File: src/qpe_map.svh
/*
 * register offsets, field positions and reset values of the quadrature
 * position and input event block.
 * assumes byte addressing on a 32-bit register bus, one aligned word per register.
 */
`ifndef QPE_MAP_SVH
`define QPE_MAP_SVH

// register byte offsets
`define QPE_CTRL_OFS 8'h00
`define QPE_STAT_OFS 8'h04
`define QPE_MASK_OFS 8'h08
`define QPE_EDGE_OFS 8'h0c
`define QPE_POSLO_OFS 8'h10
`define QPE_POSHI_OFS 8'h14
`define QPE_TGTLO_OFS 8'h18
`define QPE_TGTHI_OFS 8'h1c
`define QPE_PINS_OFS 8'h20
`define QPE_HALL_OFS 8'h24

// control fields
`define QPE_CTRL_SWAP 0
`define QPE_CTRL_H120 1
`define QPE_CTRL_REARM 2

// status and mask fields: inputs 0..3 in bits 3:0
`define QPE_ST_POS 4
`define QPE_ST_ERR 5
`define QPE_ST_W 6

// hall register fields
`define QPE_HALL_INIT_VALID 7

// reset values
`define QPE_CTRL_RST 2'h0
`define QPE_MASK_RST 6'h00
`define QPE_EDGE_RST 8'h00
`define QPE_POS_RST 64'h0
`define QPE_TGT_RST 64'h0

// bus responses
`define QPE_RESP_OKAY 2'h0
`define QPE_RESP_SLVERR 2'h2

`endif

File: src/qpe_pkg.sv
/*
 * types shared by the quadrature position and input event block.
 * assumes the map header is compiled alongside.
 */
package qpe_pkg;
    // per-input interrupt edge choice, two bits per input
    typedef enum logic [1:0] {QPE_EDGE_OFF, QPE_EDGE_RISE, QPE_EDGE_FALL, QPE_EDGE_BOTH} qpe_edge_e;
    // signed position count
    typedef logic signed [63:0] qpe_pos_t;
endpackage

File: src/qpe_lvl_if.sv
/*
 * carrier for synchronised pin levels and their one-cycle edge pulses.
 * assumes one producer (the synchroniser) and any number of readers.
 */
`timescale 1ns/10ps
interface qpe_lvl_if #(parameter int W = 9);
    logic [W-1:0] lvl;  // settled level
    logic [W-1:0] rise; // one-cycle pulse on a settled rise
    logic [W-1:0] fall; // one-cycle pulse on a settled fall
    modport src (output lvl, output rise, output fall);
    modport dst (input lvl, input rise, input fall);
endinterface

File: src/qpe_sync.sv
/*
 * three-stage pin synchroniser with settled level and edge pulses.
 * assumes the pins are asynchronous to clk; a change counts once stages two and three agree.
 */
`timescale 1ns/10ps
module qpe_sync #(
    parameter int W = 9,
    parameter logic [8:0] RST_VAL = 9'h000
) (
    input wire logic clk, // system clock
    input wire logic srst, // synchronous reset, high
    input wire logic [W-1:0] pin, // raw pins
    qpe_lvl_if.src out // settled levels and edges
);
    logic [W-1:0] s1; // first stage, read only by s2
    logic [W-1:0] s2; // second stage
    logic [W-1:0] s3; // third stage
    logic [W-1:0] next_lvl; // settled level after this edge
    logic [W-1:0] next_rise; // rise pulse after this edge
    logic [W-1:0] next_fall; // fall pulse after this edge

    // a bit settles only where the last two stages agree, so a metastable blip is ignored
    always_comb
    begin
        next_lvl = (s2 & s3) | (out.lvl & (s2 ^ s3));
        next_rise = next_lvl & ~out.lvl;
        next_fall = ~next_lvl & out.lvl;
    end

    // sampling chain and registered outputs
    always_ff @(posedge clk)
    begin
        if (srst)
        begin
            s1 <= RST_VAL[W-1:0];
            s2 <= RST_VAL[W-1:0];
            s3 <= RST_VAL[W-1:0];
            out.lvl <= RST_VAL[W-1:0];
            out.rise <= '0;
            out.fall <= '0;
        end
        else
        begin
            s1 <= pin;
            s2 <= s1;
            s3 <= s2;
            out.lvl <= next_lvl;
            out.rise <= next_rise;
            out.fall <= next_fall;
        end
    end
endmodule // qpe_sync

File: src/qpe_quad.sv
/*
 * quadrature step decoder: one step per settled edge of either phase.
 * assumes phase a in lvl bit 0 and phase b in bit 1, both from the synchroniser.
 */
`timescale 1ns/10ps
module qpe_quad (
    input wire logic clk, // system clock
    input wire logic srst, // synchronous reset, high
    input wire logic swap, // exchange phases a and b
    qpe_lvl_if.dst ins, // settled encoder levels
    output logic step, // one-cycle count pulse
    output logic cw, // direction of step, high for clockwise
    output logic err // one-cycle pulse: both phases moved at once
);
    logic a; // phase a after swap
    logic b; // phase b after swap
    logic ca; // phase a changed
    logic cb; // phase b changed
    logic next_step; // step after this edge
    logic next_cw; // direction after this edge
    logic next_err; // error after this edge

    // a leading b (00,10,11,01) is clockwise, so a rise of a with b high is counter-clockwise
    always_comb
    begin
        a = swap ? ins.lvl[1] : ins.lvl[0];
        b = swap ? ins.lvl[0] : ins.lvl[1];
        ca = swap ? (ins.rise[1] | ins.fall[1]) : (ins.rise[0] | ins.fall[0]);
        cb = swap ? (ins.rise[0] | ins.fall[0]) : (ins.rise[1] | ins.fall[1]);
        next_step = ca ^ cb;
        next_cw = ca ? (a ^ b) : ~(a ^ b);
        next_err = ca & cb;
    end

    // registered pulses
    always_ff @(posedge clk)
    begin
        if (srst)
        begin
            step <= 1'b0;
            cw <= 1'b0;
            err <= 1'b0;
        end
        else
        begin
            step <= next_step;
            cw <= next_cw;
            err <= next_err;
        end
    end
endmodule // qpe_quad

File: src/qpe_top.sv
/*
 * quadrature position counter, hall phase finder and input interrupt logic
 * behind an axi4-lite register slave.
 * assumes asynchronous encoder, hall and input pins; one clock CLK.
 */
// Function
// - 64-bit count, one per edge of either phase
// - a leading b counts clockwise
// - a rising with b high counts counter-clockwise
// - software swap exchanges the two phases
// - each input interrupts on rise, fall or both
// - interrupt when position reaches programmed target
// - open input reads high, grounded reads low
// - hall inputs give initial phase, 60 or 120
`timescale 1ns/10ps
`include "qpe_map.svh"
module qpe_top #(
    parameter int ADDR_W = 8
) (
    input wire logic CLK, // system clock, 50 MHz
    input wire logic SRST, // synchronous reset, high
    input wire logic ENC_A, // encoder phase a pin
    input wire logic ENC_B, // encoder phase b pin
    input wire logic [2:0] HALL, // hall sensors a,b,c
    input wire logic [3:0] DIN, // isolated digital inputs
    output logic IRQ, // level interrupt
    input wire logic [ADDR_W-1:0] S_AXI_AWADDR, // write address
    input wire logic S_AXI_AWVALID, // write address valid
    output logic S_AXI_AWREADY, // write address ready
    input wire logic [31:0] S_AXI_WDATA, // write data
    input wire logic [3:0] S_AXI_WSTRB, // byte enables
    input wire logic S_AXI_WVALID, // write data valid
    output logic S_AXI_WREADY, // write data ready
    output logic [1:0] S_AXI_BRESP, // write response
    output logic S_AXI_BVALID, // write response valid
    input wire logic S_AXI_BREADY, // write response ready
    input wire logic [ADDR_W-1:0] S_AXI_ARADDR, // read address
    input wire logic S_AXI_ARVALID, // read address valid
    output logic S_AXI_ARREADY, // read address ready
    output logic [31:0] S_AXI_RDATA, // read data
    output logic [1:0] S_AXI_RRESP, // read response
    output logic S_AXI_RVALID, // read data valid
    input wire logic S_AXI_RREADY // read data ready
);
    import qpe_pkg::*;

    // merge a write into a register under its byte enables
    function automatic logic [31:0] qpe_wmerge(input logic [31:0] old, input logic [31:0] d, input logic [3:0] s);
        logic [31:0] r;
        r = old;
        for (int i = 0; i < 4; i++)
        begin
            if (s[i])
            begin
                r[8*i +: 8] = d[8*i +: 8];
            end
        end
        return r;
    endfunction

    // does an edge pulse pair hit the chosen edge kind
    function automatic logic qpe_edge_hit(input logic [1:0] sel, input logic r, input logic f);
        qpe_edge_e e;
        e = qpe_edge_e'(sel);
        case (e)
            QPE_EDGE_RISE: return r;
            QPE_EDGE_FALL: return f;
            QPE_EDGE_BOTH: return r | f;
            default: return 1'b0;
        endcase
    endfunction

    // hall code to sector: {valid, sector}; 60 degree codes map to 120 by flipping sensor b
    function automatic logic [3:0] qpe_hall_sector(input logic [2:0] h, input logic h120);
        logic [2:0] c;
        c = h120 ? h : (h ^ 3'h2);
        case (c)
            3'h5: return 4'h8;
            3'h4: return 4'h9;
            3'h6: return 4'ha;
            3'h2: return 4'hb;
            3'h3: return 4'hc;
            3'h1: return 4'hd;
            default: return 4'h0;
        endcase
    endfunction

    // synchronised pins: bit0 a, bit1 b, bits 4:2 hall, bits 8:5 inputs
    qpe_lvl_if #(.W(9)) pins ();

    // inputs settle high, as an open switch would read
    // hall settles at 101, invalid at the reset spacing, so no stale initial phase is caught
    qpe_sync #(.W(9), .RST_VAL(9'h1f4)) u_sync (
        .clk(CLK),
        .srst(SRST),
        .pin({DIN, HALL, ENC_B, ENC_A}),
        .out(pins)
    );

    logic [1:0] ctrl; // swap and hall spacing
    logic q_step; // decoder count pulse
    logic q_cw; // decoder direction
    logic q_err; // decoder double-change pulse

    qpe_quad u_quad (
        .clk(CLK),
        .srst(SRST),
        .swap(ctrl[`QPE_CTRL_SWAP]),
        .ins(pins),
        .step(q_step),
        .cw(q_cw),
        .err(q_err)
    );

    // register state
    qpe_pos_t pos; // position count
    qpe_pos_t tgt; // target position
    logic [`QPE_ST_W-1:0] stat; // sticky event bits
    logic [`QPE_ST_W-1:0] mask; // interrupt enables
    logic [7:0] edge_sel; // two bits per input
    logic [31:0] pos_hi_snap; // upper count word caught on low-word read
    logic init_valid; // initial hall sector caught
    logic [2:0] init_sector; // initial hall sector
    logic [1:0] next_ctrl;
    qpe_pos_t next_pos;
    qpe_pos_t next_tgt;
    logic [`QPE_ST_W-1:0] next_stat;
    logic [`QPE_ST_W-1:0] next_mask;
    logic [7:0] next_edge_sel;
    logic [31:0] next_pos_hi_snap;
    logic next_init_valid;
    logic [2:0] next_init_sector;

    // bus state
    logic aw_got; // write address held
    logic w_got; // write data held
    logic [ADDR_W-1:0] aw_addr; // held write address
    logic [31:0] w_data; // held write data
    logic [3:0] w_strb; // held byte enables
    logic [ADDR_W-1:0] next_aw_addr;
    logic [31:0] next_w_data;
    logic [3:0] next_w_strb;
    logic next_aw_got;
    logic next_w_got;
    logic next_bvalid;
    logic [1:0] next_bresp;
    logic next_rvalid;
    logic [1:0] next_rresp;
    logic [31:0] next_rdata;

    // decode helpers
    logic wr_do; // both halves present, perform write
    logic rd_do; // read address taken
    logic [3:0] hall_now; // live hall sector with valid
    logic [`QPE_ST_W-1:0] events; // this cycle's events
    logic [31:0] wm; // merged write value scratch

    // handshake readies are combinational: free while nothing is held or answered
    assign S_AXI_AWREADY = ~aw_got & ~S_AXI_BVALID;
    assign S_AXI_WREADY = ~w_got & ~S_AXI_BVALID;
    assign S_AXI_ARREADY = ~S_AXI_RVALID;
    assign wr_do = aw_got & w_got;
    assign rd_do = S_AXI_ARVALID & S_AXI_ARREADY;
    assign IRQ = |(stat & mask);

    // live hall sector, spacing picked by software
    assign hall_now = qpe_hall_sector(pins.lvl[4:2], ctrl[`QPE_CTRL_H120]);

    // events gathered into one vector
    always_comb
    begin
        events = '0;
        for (int i = 0; i < 4; i++)
        begin
            events[i] = qpe_edge_hit(edge_sel[2*i +: 2], pins.rise[5+i], pins.fall[5+i]);
        end
        events[`QPE_ST_POS] = q_step & (next_pos == tgt);
        events[`QPE_ST_ERR] = q_err;
    end

    // register file and position next values
    always_comb
    begin
        next_ctrl = ctrl;
        next_tgt = tgt;
        next_mask = mask;
        next_edge_sel = edge_sel;
        next_pos_hi_snap = pos_hi_snap;
        next_init_valid = init_valid;
        next_init_sector = init_sector;
        next_stat = stat;
        wm = '0;
        // up or down by one per step
        next_pos = pos;
        if (q_step)
        begin
            next_pos = q_cw ? pos + 64'sd1 : pos - 64'sd1;
        end
        // first valid hall code gives the initial phase
        if (!init_valid && hall_now[3])
        begin
            next_init_valid = 1'b1;
            next_init_sector = hall_now[2:0];
        end
        // low-word read freezes the upper word so a 64-bit read is coherent
        if (rd_do && S_AXI_ARADDR == `QPE_POSLO_OFS)
        begin
            next_pos_hi_snap = pos[63:32];
        end
        if (wr_do)
        begin
            case (aw_addr)
                `QPE_CTRL_OFS:
                begin
                    wm = qpe_wmerge({30'h0, ctrl}, w_data, w_strb);
                    next_ctrl = wm[1:0];
                    // re-arm the hall capture for a fresh initial phase
                    if (wm[`QPE_CTRL_REARM])
                    begin
                        next_init_valid = 1'b0;
                    end
                end
                `QPE_STAT_OFS:
                begin
                    wm = qpe_wmerge(32'h0, w_data, w_strb);
                    next_stat = stat & ~wm[`QPE_ST_W-1:0];
                end
                `QPE_MASK_OFS:
                begin
                    wm = qpe_wmerge({26'h0, mask}, w_data, w_strb);
                    next_mask = wm[`QPE_ST_W-1:0];
                end
                `QPE_EDGE_OFS:
                begin
                    wm = qpe_wmerge({24'h0, edge_sel}, w_data, w_strb);
                    next_edge_sel = wm[7:0];
                end
                `QPE_TGTLO_OFS: next_tgt[31:0] = qpe_wmerge(tgt[31:0], w_data, w_strb);
                `QPE_TGTHI_OFS: next_tgt[63:32] = qpe_wmerge(tgt[63:32], w_data, w_strb);
                // other offsets are read-only or unmapped
                default: wm = '0;
            endcase
        end
        // a new event wins over a clear in the same cycle
        next_stat = next_stat | events;
    end

    // register file flops
    always_ff @(posedge CLK)
    begin
        // reset clears count, interrupts and swap
        if (SRST)
        begin
            ctrl <= `QPE_CTRL_RST;
            pos <= `QPE_POS_RST;
            tgt <= `QPE_TGT_RST;
            stat <= '0;
            mask <= `QPE_MASK_RST;
            edge_sel <= `QPE_EDGE_RST;
            pos_hi_snap <= '0;
            init_valid <= 1'b0;
            init_sector <= '0;
        end
        else
        begin
            ctrl <= next_ctrl;
            pos <= next_pos;
            tgt <= next_tgt;
            stat <= next_stat;
            mask <= next_mask;
            edge_sel <= next_edge_sel;
            pos_hi_snap <= next_pos_hi_snap;
            init_valid <= next_init_valid;
            init_sector <= next_init_sector;
        end
    end

    // bus channel next values
    always_comb
    begin
        next_aw_got = aw_got;
        next_w_got = w_got;
        next_aw_addr = aw_addr;
        next_w_data = w_data;
        next_w_strb = w_strb;
        next_bvalid = S_AXI_BVALID;
        next_bresp = S_AXI_BRESP;
        next_rvalid = S_AXI_RVALID;
        next_rresp = S_AXI_RRESP;
        next_rdata = S_AXI_RDATA;
        if (S_AXI_AWVALID && S_AXI_AWREADY)
        begin
            next_aw_got = 1'b1;
            next_aw_addr = S_AXI_AWADDR;
        end
        if (S_AXI_WVALID && S_AXI_WREADY)
        begin
            next_w_got = 1'b1;
            next_w_data = S_AXI_WDATA;
            next_w_strb = S_AXI_WSTRB;
        end
        // write performed: answer, and slverr for an address outside the map
        if (wr_do)
        begin
            next_aw_got = 1'b0;
            next_w_got = 1'b0;
            next_bvalid = 1'b1;
            next_bresp = (aw_addr <= `QPE_HALL_OFS && aw_addr[1:0] == 2'h0) ? `QPE_RESP_OKAY : `QPE_RESP_SLVERR;
        end
        else if (S_AXI_BVALID && S_AXI_BREADY)
        begin
            next_bvalid = 1'b0;
        end
        if (rd_do)
        begin
            next_rvalid = 1'b1;
            next_rresp = `QPE_RESP_OKAY;
            case (S_AXI_ARADDR)
                `QPE_CTRL_OFS: next_rdata = {30'h0, ctrl};
                `QPE_STAT_OFS: next_rdata = {26'h0, stat};
                `QPE_MASK_OFS: next_rdata = {26'h0, mask};
                `QPE_EDGE_OFS: next_rdata = {24'h0, edge_sel};
                `QPE_POSLO_OFS: next_rdata = pos[31:0];
                `QPE_POSHI_OFS: next_rdata = pos_hi_snap;
                `QPE_TGTLO_OFS: next_rdata = tgt[31:0];
                `QPE_TGTHI_OFS: next_rdata = tgt[63:32];
                `QPE_PINS_OFS: next_rdata = {23'h0, pins.lvl};
                `QPE_HALL_OFS: next_rdata = {24'h0, init_valid, init_sector, hall_now};
                default:
                begin
                    next_rdata = '0;
                    next_rresp = `QPE_RESP_SLVERR;
                end
            endcase
        end
        else if (S_AXI_RVALID && S_AXI_RREADY)
        begin
            next_rvalid = 1'b0;
        end
    end

    // bus channel flops
    always_ff @(posedge CLK)
    begin
        if (SRST)
        begin
            aw_got <= 1'b0;
            w_got <= 1'b0;
            aw_addr <= '0;
            w_data <= '0;
            w_strb <= '0;
            S_AXI_BVALID <= 1'b0;
            S_AXI_BRESP <= `QPE_RESP_OKAY;
            S_AXI_RVALID <= 1'b0;
            S_AXI_RRESP <= `QPE_RESP_OKAY;
            S_AXI_RDATA <= '0;
        end
        else
        begin
            aw_got <= next_aw_got;
            w_got <= next_w_got;
            aw_addr <= next_aw_addr;
            w_data <= next_w_data;
            w_strb <= next_w_strb;
            S_AXI_BVALID <= next_bvalid;
            S_AXI_BRESP <= next_bresp;
            S_AXI_RVALID <= next_rvalid;
            S_AXI_RRESP <= next_rresp;
            S_AXI_RDATA <= next_rdata;
        end
    end
endmodule // qpe_top

File: config.mk
export PLATFORM = sky130hd
export DESIGN_NAME = qpe_top
export DESIGN_NICKNAME = d
export VERILOG_FILES = /design/src/qpe_pkg.sv /design/src/qpe_lvl_if.sv /design/src/qpe_sync.sv /design/src/qpe_quad.sv /design/src/qpe_top.sv
export VERILOG_INCLUDE_DIRS = /design/src
export SDC_FILE = /design/constraint.sdc
export NUM_CORES = 1
export LEC_CHECK = 0
export BUFFER_PORTS_ARGS = -buffer_cell sky130_fd_sc_hd__buf_4
export CAP_MARGIN = 5
export CORE_UTILIZATION = 40
export CTS_BUF_LIST = sky130_fd_sc_hd__clkbuf_8 sky130_fd_sc_hd__clkbuf_16
export DETAILED_ROUTE_END_ITERATION = 10
export SETUP_SLACK_MARGIN = 0.02
export SYNTH_ARGS = -nofsm -noshare
export SYNTH_HDL_FRONTEND = slang
export SYNTH_SLANG_ARGS = --single-unit
File: constraint.sdc
create_clock -name CLK -period 12.17 [get_ports CLK]
set_input_delay 0.6085 -clock CLK [delete_from_list [all_inputs] [get_ports CLK]]
set_output_delay 0.6085 -clock CLK [all_outputs]
set_load 0.005 [all_outputs]
==> run_results.csv, run 1 <==
group,metric,value,unit
power_and_ir_drop,leakagePower,7.66,nW
synth,synth_top_flop_cell,"dfxtp_1",
worst_setup_path,timing.rr.start,"u_quad.cw",
layout,area_growth,12.8,%
layout,utilization,0.461,
grt,antenna_found_initial,2,
worst_setup_path,worst-path-stages,16,
layout,drive_above_1_share,0.105,
sta,timing.fmax,179,MHz
synth,ys_seq_elements,319,
worst_setup_path,reg2reg_depth,16,
floorplan,die_h,218,um
synth,async_flop_share,0,
power_and_ir_drop,ir_drop,0.000113,V
layout,fin_nets,2544,
worst_setup_path,crit_path_start,"u_quad.cw",
worst_setup_path,cp-end-kind,"flip-flop",
sta,fin_worst_skew,0.0248,ns
synth,yosysSeqAreaShare,0.342,
synth,muxShareOfSynthArea,0.0486,
routing,vias,18700,
layout,antenna_cells,0,
worst_setup_path,cp_slowest_cell,"o21ai_0",
routing,drc_errors,0,
synth,synthXorXnorAreaFrac,0.0652,
synth,synth-compound-area-share,0.229,
cts,clock_sinks,319,
sta,hold_viol,0,
grt,grt_first_pass_wirelength,114,mm
cts,cts_tree,"yes",
floorplan,num_rows,78,
power_and_ir_drop,fin_total_pwr,0.00247,W
place,dp_slack,6.73,ns
routing,final_antenna_net_count,0,
power_and_ir_drop,power_per_cell_area,117,nW/um2
layout,fillerInstances,4619,
synth,yosysUniqueCellTypes,102,
cts,cts_repair_resize_count,0,
grt,grt_util_all_layers,0.322,
worst_setup_path,critPathTopFamily,"compound AO/OA/AOI/OAI gates",
worst_setup_path,ff2ff_setup_slack,6.59,ns
cts,cts_root_buf,"clkbuf_16",
cts,htree_num_levels,2,
floorplan,dieWidth,218,um
worst_setup_path,crit_arrival,6.09,ns
sta,min_period,5.58,ns
synth,yosysWarnings,0,
run,max_cap_viol_count,0,
sta,rsz0062_at_grt,"no",
routing,first_iter_violations,1841,
floorplan,fp.dieArea,47600,um2
synth,synth_edf_count,0,
cts,clkTransAtPathRegs,0.06,ns
sta,setup_slack,6.59,ns
worst_setup_path,required,12.68,ns
sta,tns,0,ns
routing,drt-total-wl,77.4,mm
routing,dr.pass1.iters,8,
worst_setup_path,max_stage_delay,0.68,ns
synth,synthAdderAreaFrac,0.0492,
floorplan,ios,110,
cts,clock_path_buffers,3,
routing,wl_per_cell,25.5,um
worst_setup_path,crit_path_end,"stat[4]",
sta,hold_ws,0.232,ns
routing,vias_per_cell,6.17,
sta,slew-limit-headroom,0.183,
floorplan,core,45800,um2
cts,postCtsSetupBuffers,0,
grt,grt_max_degree,98,
place,io_buffers,107,
worst_setup_path,worstSetupPathType,"reg -> reg",
worst_setup_path,path_buf_inv,3,
worst_setup_path,startpoint_type,"flip-flop",
synth,synth_cells,2384,
synth,synth-simple-area-share,0.228,
sta,tightest_slew,1.22,ns
sta,setup_violations,0,
status,status,"completed",
worst_setup_path,rr_endpoint,"stat[4]",
synth,synth_area_per_cell,7.84,um2
cts,holdBufCountCts,0,
sta,finalCritPeriodShare,0.459,
grt,overflow,0,
place,hpwl,60.9,mm
synth,synth_top_family_by_area,"compound AO/OA/AOI/OAI gates",
cts,cts_inserted_buffers,38,
synth,netlist_area,18700,um2
cts,clk_latency,0.58,ns
place,gp_congestion,1.07,
worst_setup_path,worstPathMaxFanout,47,
worst_hold_path,hp-class,"in -> reg",
worst_setup_path,crit_chain,"inv_2, buf_4, ha_1, nand2_1, o21ai_0, a21oi_1, o21ai_0, buf_4, or2_1, a2bb2oi_1, nand3_1, a2111o_1, o41ai_1, nand4_1, a2111oi_2, a31o_1",
floorplan,initial_core_util,0.409,
grt,first_global_vias,17500,
sta,slew_violations,0,
synthesized netlist by cell type (all sizes together) (8+ instances only):
| library cell | count | area (um2) |
|---|---|---|
| and3 | 18 | 113 |
| buf | 36 | 188 |
| a31oi | 12 | 75.1 |
| a22oi | 43 | 328 |
| nor4 | 15 | 93.8 |
| nand4 | 43 | 269 |
| nand2 | 334 | 1250 |
| nand2b | 17 | 109 |
| a221oi | 24 | 210 |
| nand3b | 9 | 67.6 |
| xnor2 | 83 | 727 |
| nor2b | 26 | 163 |
| o21a | 19 | 143 |
| or2 | 29 | 181 |
| xor2 | 51 | 447 |
| dfxtp | 319 | 6390 |
| nor2 | 267 | 1010 |
| inv | 26 | 97.6 |
| o21ai | 84 | 447 |
| a21o | 14 | 106 |
| and2 | 14 | 87.6 |
| a21boi | 9 | 71.3 |
| nand3 | 82 | 415 |
| a2111oi | 8 | 90.1 |
| nor3 | 40 | 210 |
| clkbuf | 113 | 424 |
| a211oi | 19 | 158 |
| a21oi | 303 | 1540 |
| o211ai | 17 | 138 |
| mux2i | 83 | 831 |
| ha | 72 | 901 |
| a211o | 12 | 106 |
layout by cell type (no fill, tap or decap), types with 7 or more instances in the layout:
cell type	count
nand2b_1	16
clkbuf_16	38
o21a_1	19
a21oi_1	299
nor4_1	15
a31oi_1	12
nand3b_1	9
mux2i_1	83
o221ai_1	7
nand3_1	81
xnor2_1	83
o21ai_1	17
or2_2	26
dfxtp_1	318
nor3b_1	7
a22oi_1	42
and2_1	13
a21o_1	13
a211o_1	11
nor3_1	38
nand4_1	43
o211ai_1	15
a221oi_1	24
or3_1	7
buf_4	126
nor2_1	265
nor2b_1	26
inv_1	36
xor2_1	51
nand2_1	334
a211oi_1	16
a222oi_1	7
and4_1	7
ha_1	72
mux2_2	7
and3_1	18
o21ai_0	64
cell families (layout without fill, tap and decap cells):
group,Yosys count,count (layout)
and+or+nand+nor,931,931
AOI/OAI and AO/OA,659,659
DFF,319,319
buffers and inverters,175,223
xor gates and xnor gates,136,136
muxes,90,90
adders and majority gates,73,73
other,1,2
layer usage:
layer | track usage | wire [um] | vias to the layer above
met2 | 0.503 | 34300 | 858
met3 | 0.0502 | 6120 | 182
met5 | 0 | 25 | -
li1 | - | - | 8609
met4 | 0.154 | 4020 | 4
met1 | 0.431 | 32900 | 9060
layout make-up:
| type | instances | area, um2 | share of cell area |
|---|---|---|---|
| clock buffer | 44 | 1030 | 0.0490 |
| clock inverter | 26 | 250 | 0.0119 |
| inverter | 26 | 97.6 | 0.00463 |
| multi-input combinational | 1891 | 11600 | 0.550 |
| sequential | 319 | 6390 | 0.303 |
| tap | 600 | 751 | 0.0356 |
| timing repair buffer | 127 | 961 | 0.0456 |
how the worst min path moves through the flow:
| stage | start | to | slack (ns) | cells past startpoint |
|---|---|---|---|---|
| 3_5_place_dp | u_sync.s1[2] | u_sync.s2[2] | 0.40 | 1 |
| 5_1_grt | HALL[0] | u_sync.s1[2] | 0.22 | 2 |
| 3_3_place_gp | u_sync.s1[4] | u_sync.s2[4] | 0.39 | 1 |
| 2_1_floorplan | u_sync.s1[2] | u_sync.s2[2] | 0.39 | 1 |
| 4_1_cts | DIN[3] | u_sync.s1[8] | 0.21 | 2 |
| 6_report | DIN[3] | u_sync.s1[8] | 0.23 | 2 |
per-stage QoR:
| step | std cells | cell area (um2) |
|---|---|---|
| 2_1_floorplan | 2385 | 18700 |
| 3_3_place_gp | 2963 | 19800 |
| 3_5_place_dp | 2963 | 19800 |
| 4_1_cts | 3033 | 21100 |
| 5_1_grt | 3033 | 21100 |
| 6_report | 3033 | 21100 |
registers in the layout, summed over array words and instances (netlist names), 2 cells and up:
signal,count
stat,6
init_sector,3
mask,6
ctrl,2
u_sync.out.rise,6
pos,64
pos_hi_snap,32
u_sync.s2,9
u_sync.s1,9
w_data,32
tgt,64
u_sync.s3,9
u_sync.out.fall,6
u_sync.out.lvl,9
S_AXI_RDATA,32
w_strb,4
edge_sel,8
aw_addr,8
where the power goes:
part / internal, W / leakage [nW] / switching (W)
Clock: 0.000680 / 0.669 / 0.000492
Sequential: 0.00106 / 2.59 / 0.0000239
Combinational: 0.0000765 / 4.40 / 0.000139
Total: 0.00182 / 7.66 / 0.000656
Note: power is estimated with default switching activity, not from simulation.
==> run 2, diff against run 1 <==
clock period = 5.5 ns   (was 12.17 ns; I/O delays follow)
==> run_results.csv, run 2 (synthesis results as in run 1) <==
group,metric,value,unit
status,status,"completed",
worst_setup_path,startpoint_type,"flip-flop",
cts,clk_latency,0.59,ns
sta,slew-limit-headroom,0.166,
cts,clock_sinks,319,
cts,postCtsSetupBuffers,0,
place,io_buffers,107,
floorplan,initial_core_util,0.409,
power_and_ir_drop,p_comb_frac,0.093,
worst_setup_path,crit_chain,"inv_2, buf_4, ha_1, a21oi_1, o21ai_0, a22oi_1, nor2_1, o21a_1, o211ai_1, xor2_1, a21bo_2, o41ai_1, nand4_1, a2111oi_2, a31o_1",
worst_setup_path,required,6.03,ns
place,hpwl,61.4,mm
floorplan,core,45800,um2
routing,drc_errors,0,
floorplan,num_rows,78,
floorplan,fp.dieArea,47600,um2
sta,tightest_slew,1.25,ns
layout,fin_nets,2628,
power_and_ir_drop,power_per_cell_area,254,nW/um2
routing,vias_per_cell,6.13,
worst_setup_path,worstSetupPathType,"reg -> reg",
worst_setup_path,cp-end-kind,"flip-flop",
layout,final_common_cell,"nand2_1",
grt,overflow,0,
grt,grt_max_degree,92,
sta,hold_ws,0.110,ns
power_and_ir_drop,p_switching,0.00146,W
worst_hold_path,hp-class,"in -> reg",
layout,area_growth,17.2,%
sta,hold_viol,0,
worst_setup_path,cp_slowest_cell,"a22oi_1",
grt,first_global_vias,17700,
run,max_cap_viol_count,0,
power_and_ir_drop,p_sw_frac,0.263,
routing,wl_per_cell,25.4,um
grt,grt_util_all_layers,0.328,
routing,final_antenna_net_count,0,
worst_setup_path,crit_arrival,5.61,ns
sta,min_period,5.08,ns
power_and_ir_drop,leakagePower,8.02,nW
grt,antenna_found_initial,2,
layout,reg_top3,"pos x64, tgt x64",
grt,grt_first_pass_wirelength,117,mm
worst_setup_path,path_buf_inv,2,
sta,timing.fmax,197,MHz
routing,vias,19100,
layout,antenna_cells,0,
worst_setup_path,worstPathMaxFanout,32,
worst_setup_path,critPathTopFamily,"compound AO/OA/AOI/OAI gates",
cts,cts_inserted_buffers,38,
power_and_ir_drop,ir_drop,0.000283,V
routing,first_iter_violations,2188,
power_and_ir_drop,seq_power_share,0.431,
sta,setup_violations,0,
place,gp_congestion,1.11,
worst_setup_path,max_stage_delay,0.58,ns
layout,drive_above_1_share,0.113,
sta,fin_worst_skew,0.0354,ns
routing,dr.pass1.iters,6,
power_and_ir_drop,p_int,0.00411,W
floorplan,die_h,218,um
sta,tns,0,ns
routing,drt-total-wl,79.2,mm
cts,cts_tree,"yes",
floorplan,dieWidth,218,um
cts,cts_root_buf,"clkbuf_16",
sta,rsz0062_at_grt,"no",
cts,htree_num_levels,2,
cts,clock_path_buffers,3,
layout,fillerInstances,4493,
power_and_ir_drop,clockPowerShare,0.476,
floorplan,ios,110,
sta,finalCritPeriodShare,0.924,
layout,layout_common_cells,"334 x nand2_1, 318 x dfxtp_1, 299 x a21oi_1",
cts,clkTransAtPathRegs,0.06,ns
sta,slew_violations,0,
## run 2: changes by cell type in the layout (fill, tap and decap cells not counted), moves of 2 or more
cell           change
inv_6              -2
clkinvlp_4         +2
inv_1              -4
dlygate4sd3_1     +56
buf_4             +27
clkinv_8           +2
## run 2: worst paths after layout
check / startpoint / endpoint / slack (ns) / cells after the start
worst max-delay path: u_quad.cw / stat[4] / 0.42 / 15
worst min-delay path: SRST / pos[37] / 0.11 / 2
worst max register to register: u_quad.cw / stat[4] / 0.42 / 15
worst min register to register: u_sync.s1[4] / u_sync.s2[4] / 0.40 / 1
## run 2: timing repair
action                                  4_1_cts  5_1_grt
endpoints found under the setup margin        0        1
hold buffers                                 56        0
hold endpoints to repair                     55        0
resized for setup                             0        1
## run 2: cell type report
| class | count | area (um2) | share of cell area |
|---|---|---|---|
| multi-input combinational | 1891 | 11600 | 0.530 |
| sequential | 319 | 6390 | 0.292 |
| timing repair buffer | 211 | 1740 | 0.0796 |
| clock buffer | 44 | 1040 | 0.0477 |
| tap | 600 | 751 | 0.0343 |
| clock inverter | 24 | 272 | 0.0124 |
| inverter | 26 | 97.6 | 0.00445 |
## run 2: metal layers
metal	vias to the layer above	wire, um	global-route usage
li1	8781	-	-
met1	9166	33800	0.446
met2	941	34300	0.504
met3	200	6670	0.0498
met4	2	4450	0.166
met5	-	13	0
## run 2: power by group through the flow
stage	logic, W	registers, W	clock network, W
2_1_floorplan	0.000332	0.00243	0
3_3_place_gp	0.000474	0.00245	0
3_5_place_dp	0.000474	0.00245	0
4_1_cts	0.000509	0.00240	0.00269
5_1_grt	0.000562	0.00241	0.00278
6_report	0.000520	0.00240	0.00265
## run 2: through the flow
stage	cell area, um2	util	instances	power, W	worst slack (ns)
after CTS	21900	0.479	3115	0.00560	0.260
after global placement	20000	0.438	2991	0.00292	0.192
after global routing	21900	0.479	3115	0.00574	0.114
final	21900	0.479	3115	0.00557	0.418
after floorplan	18700	-	2385	0.00276	0.800
after detailed placement	20000	0.438	2991	0.00292	0.287
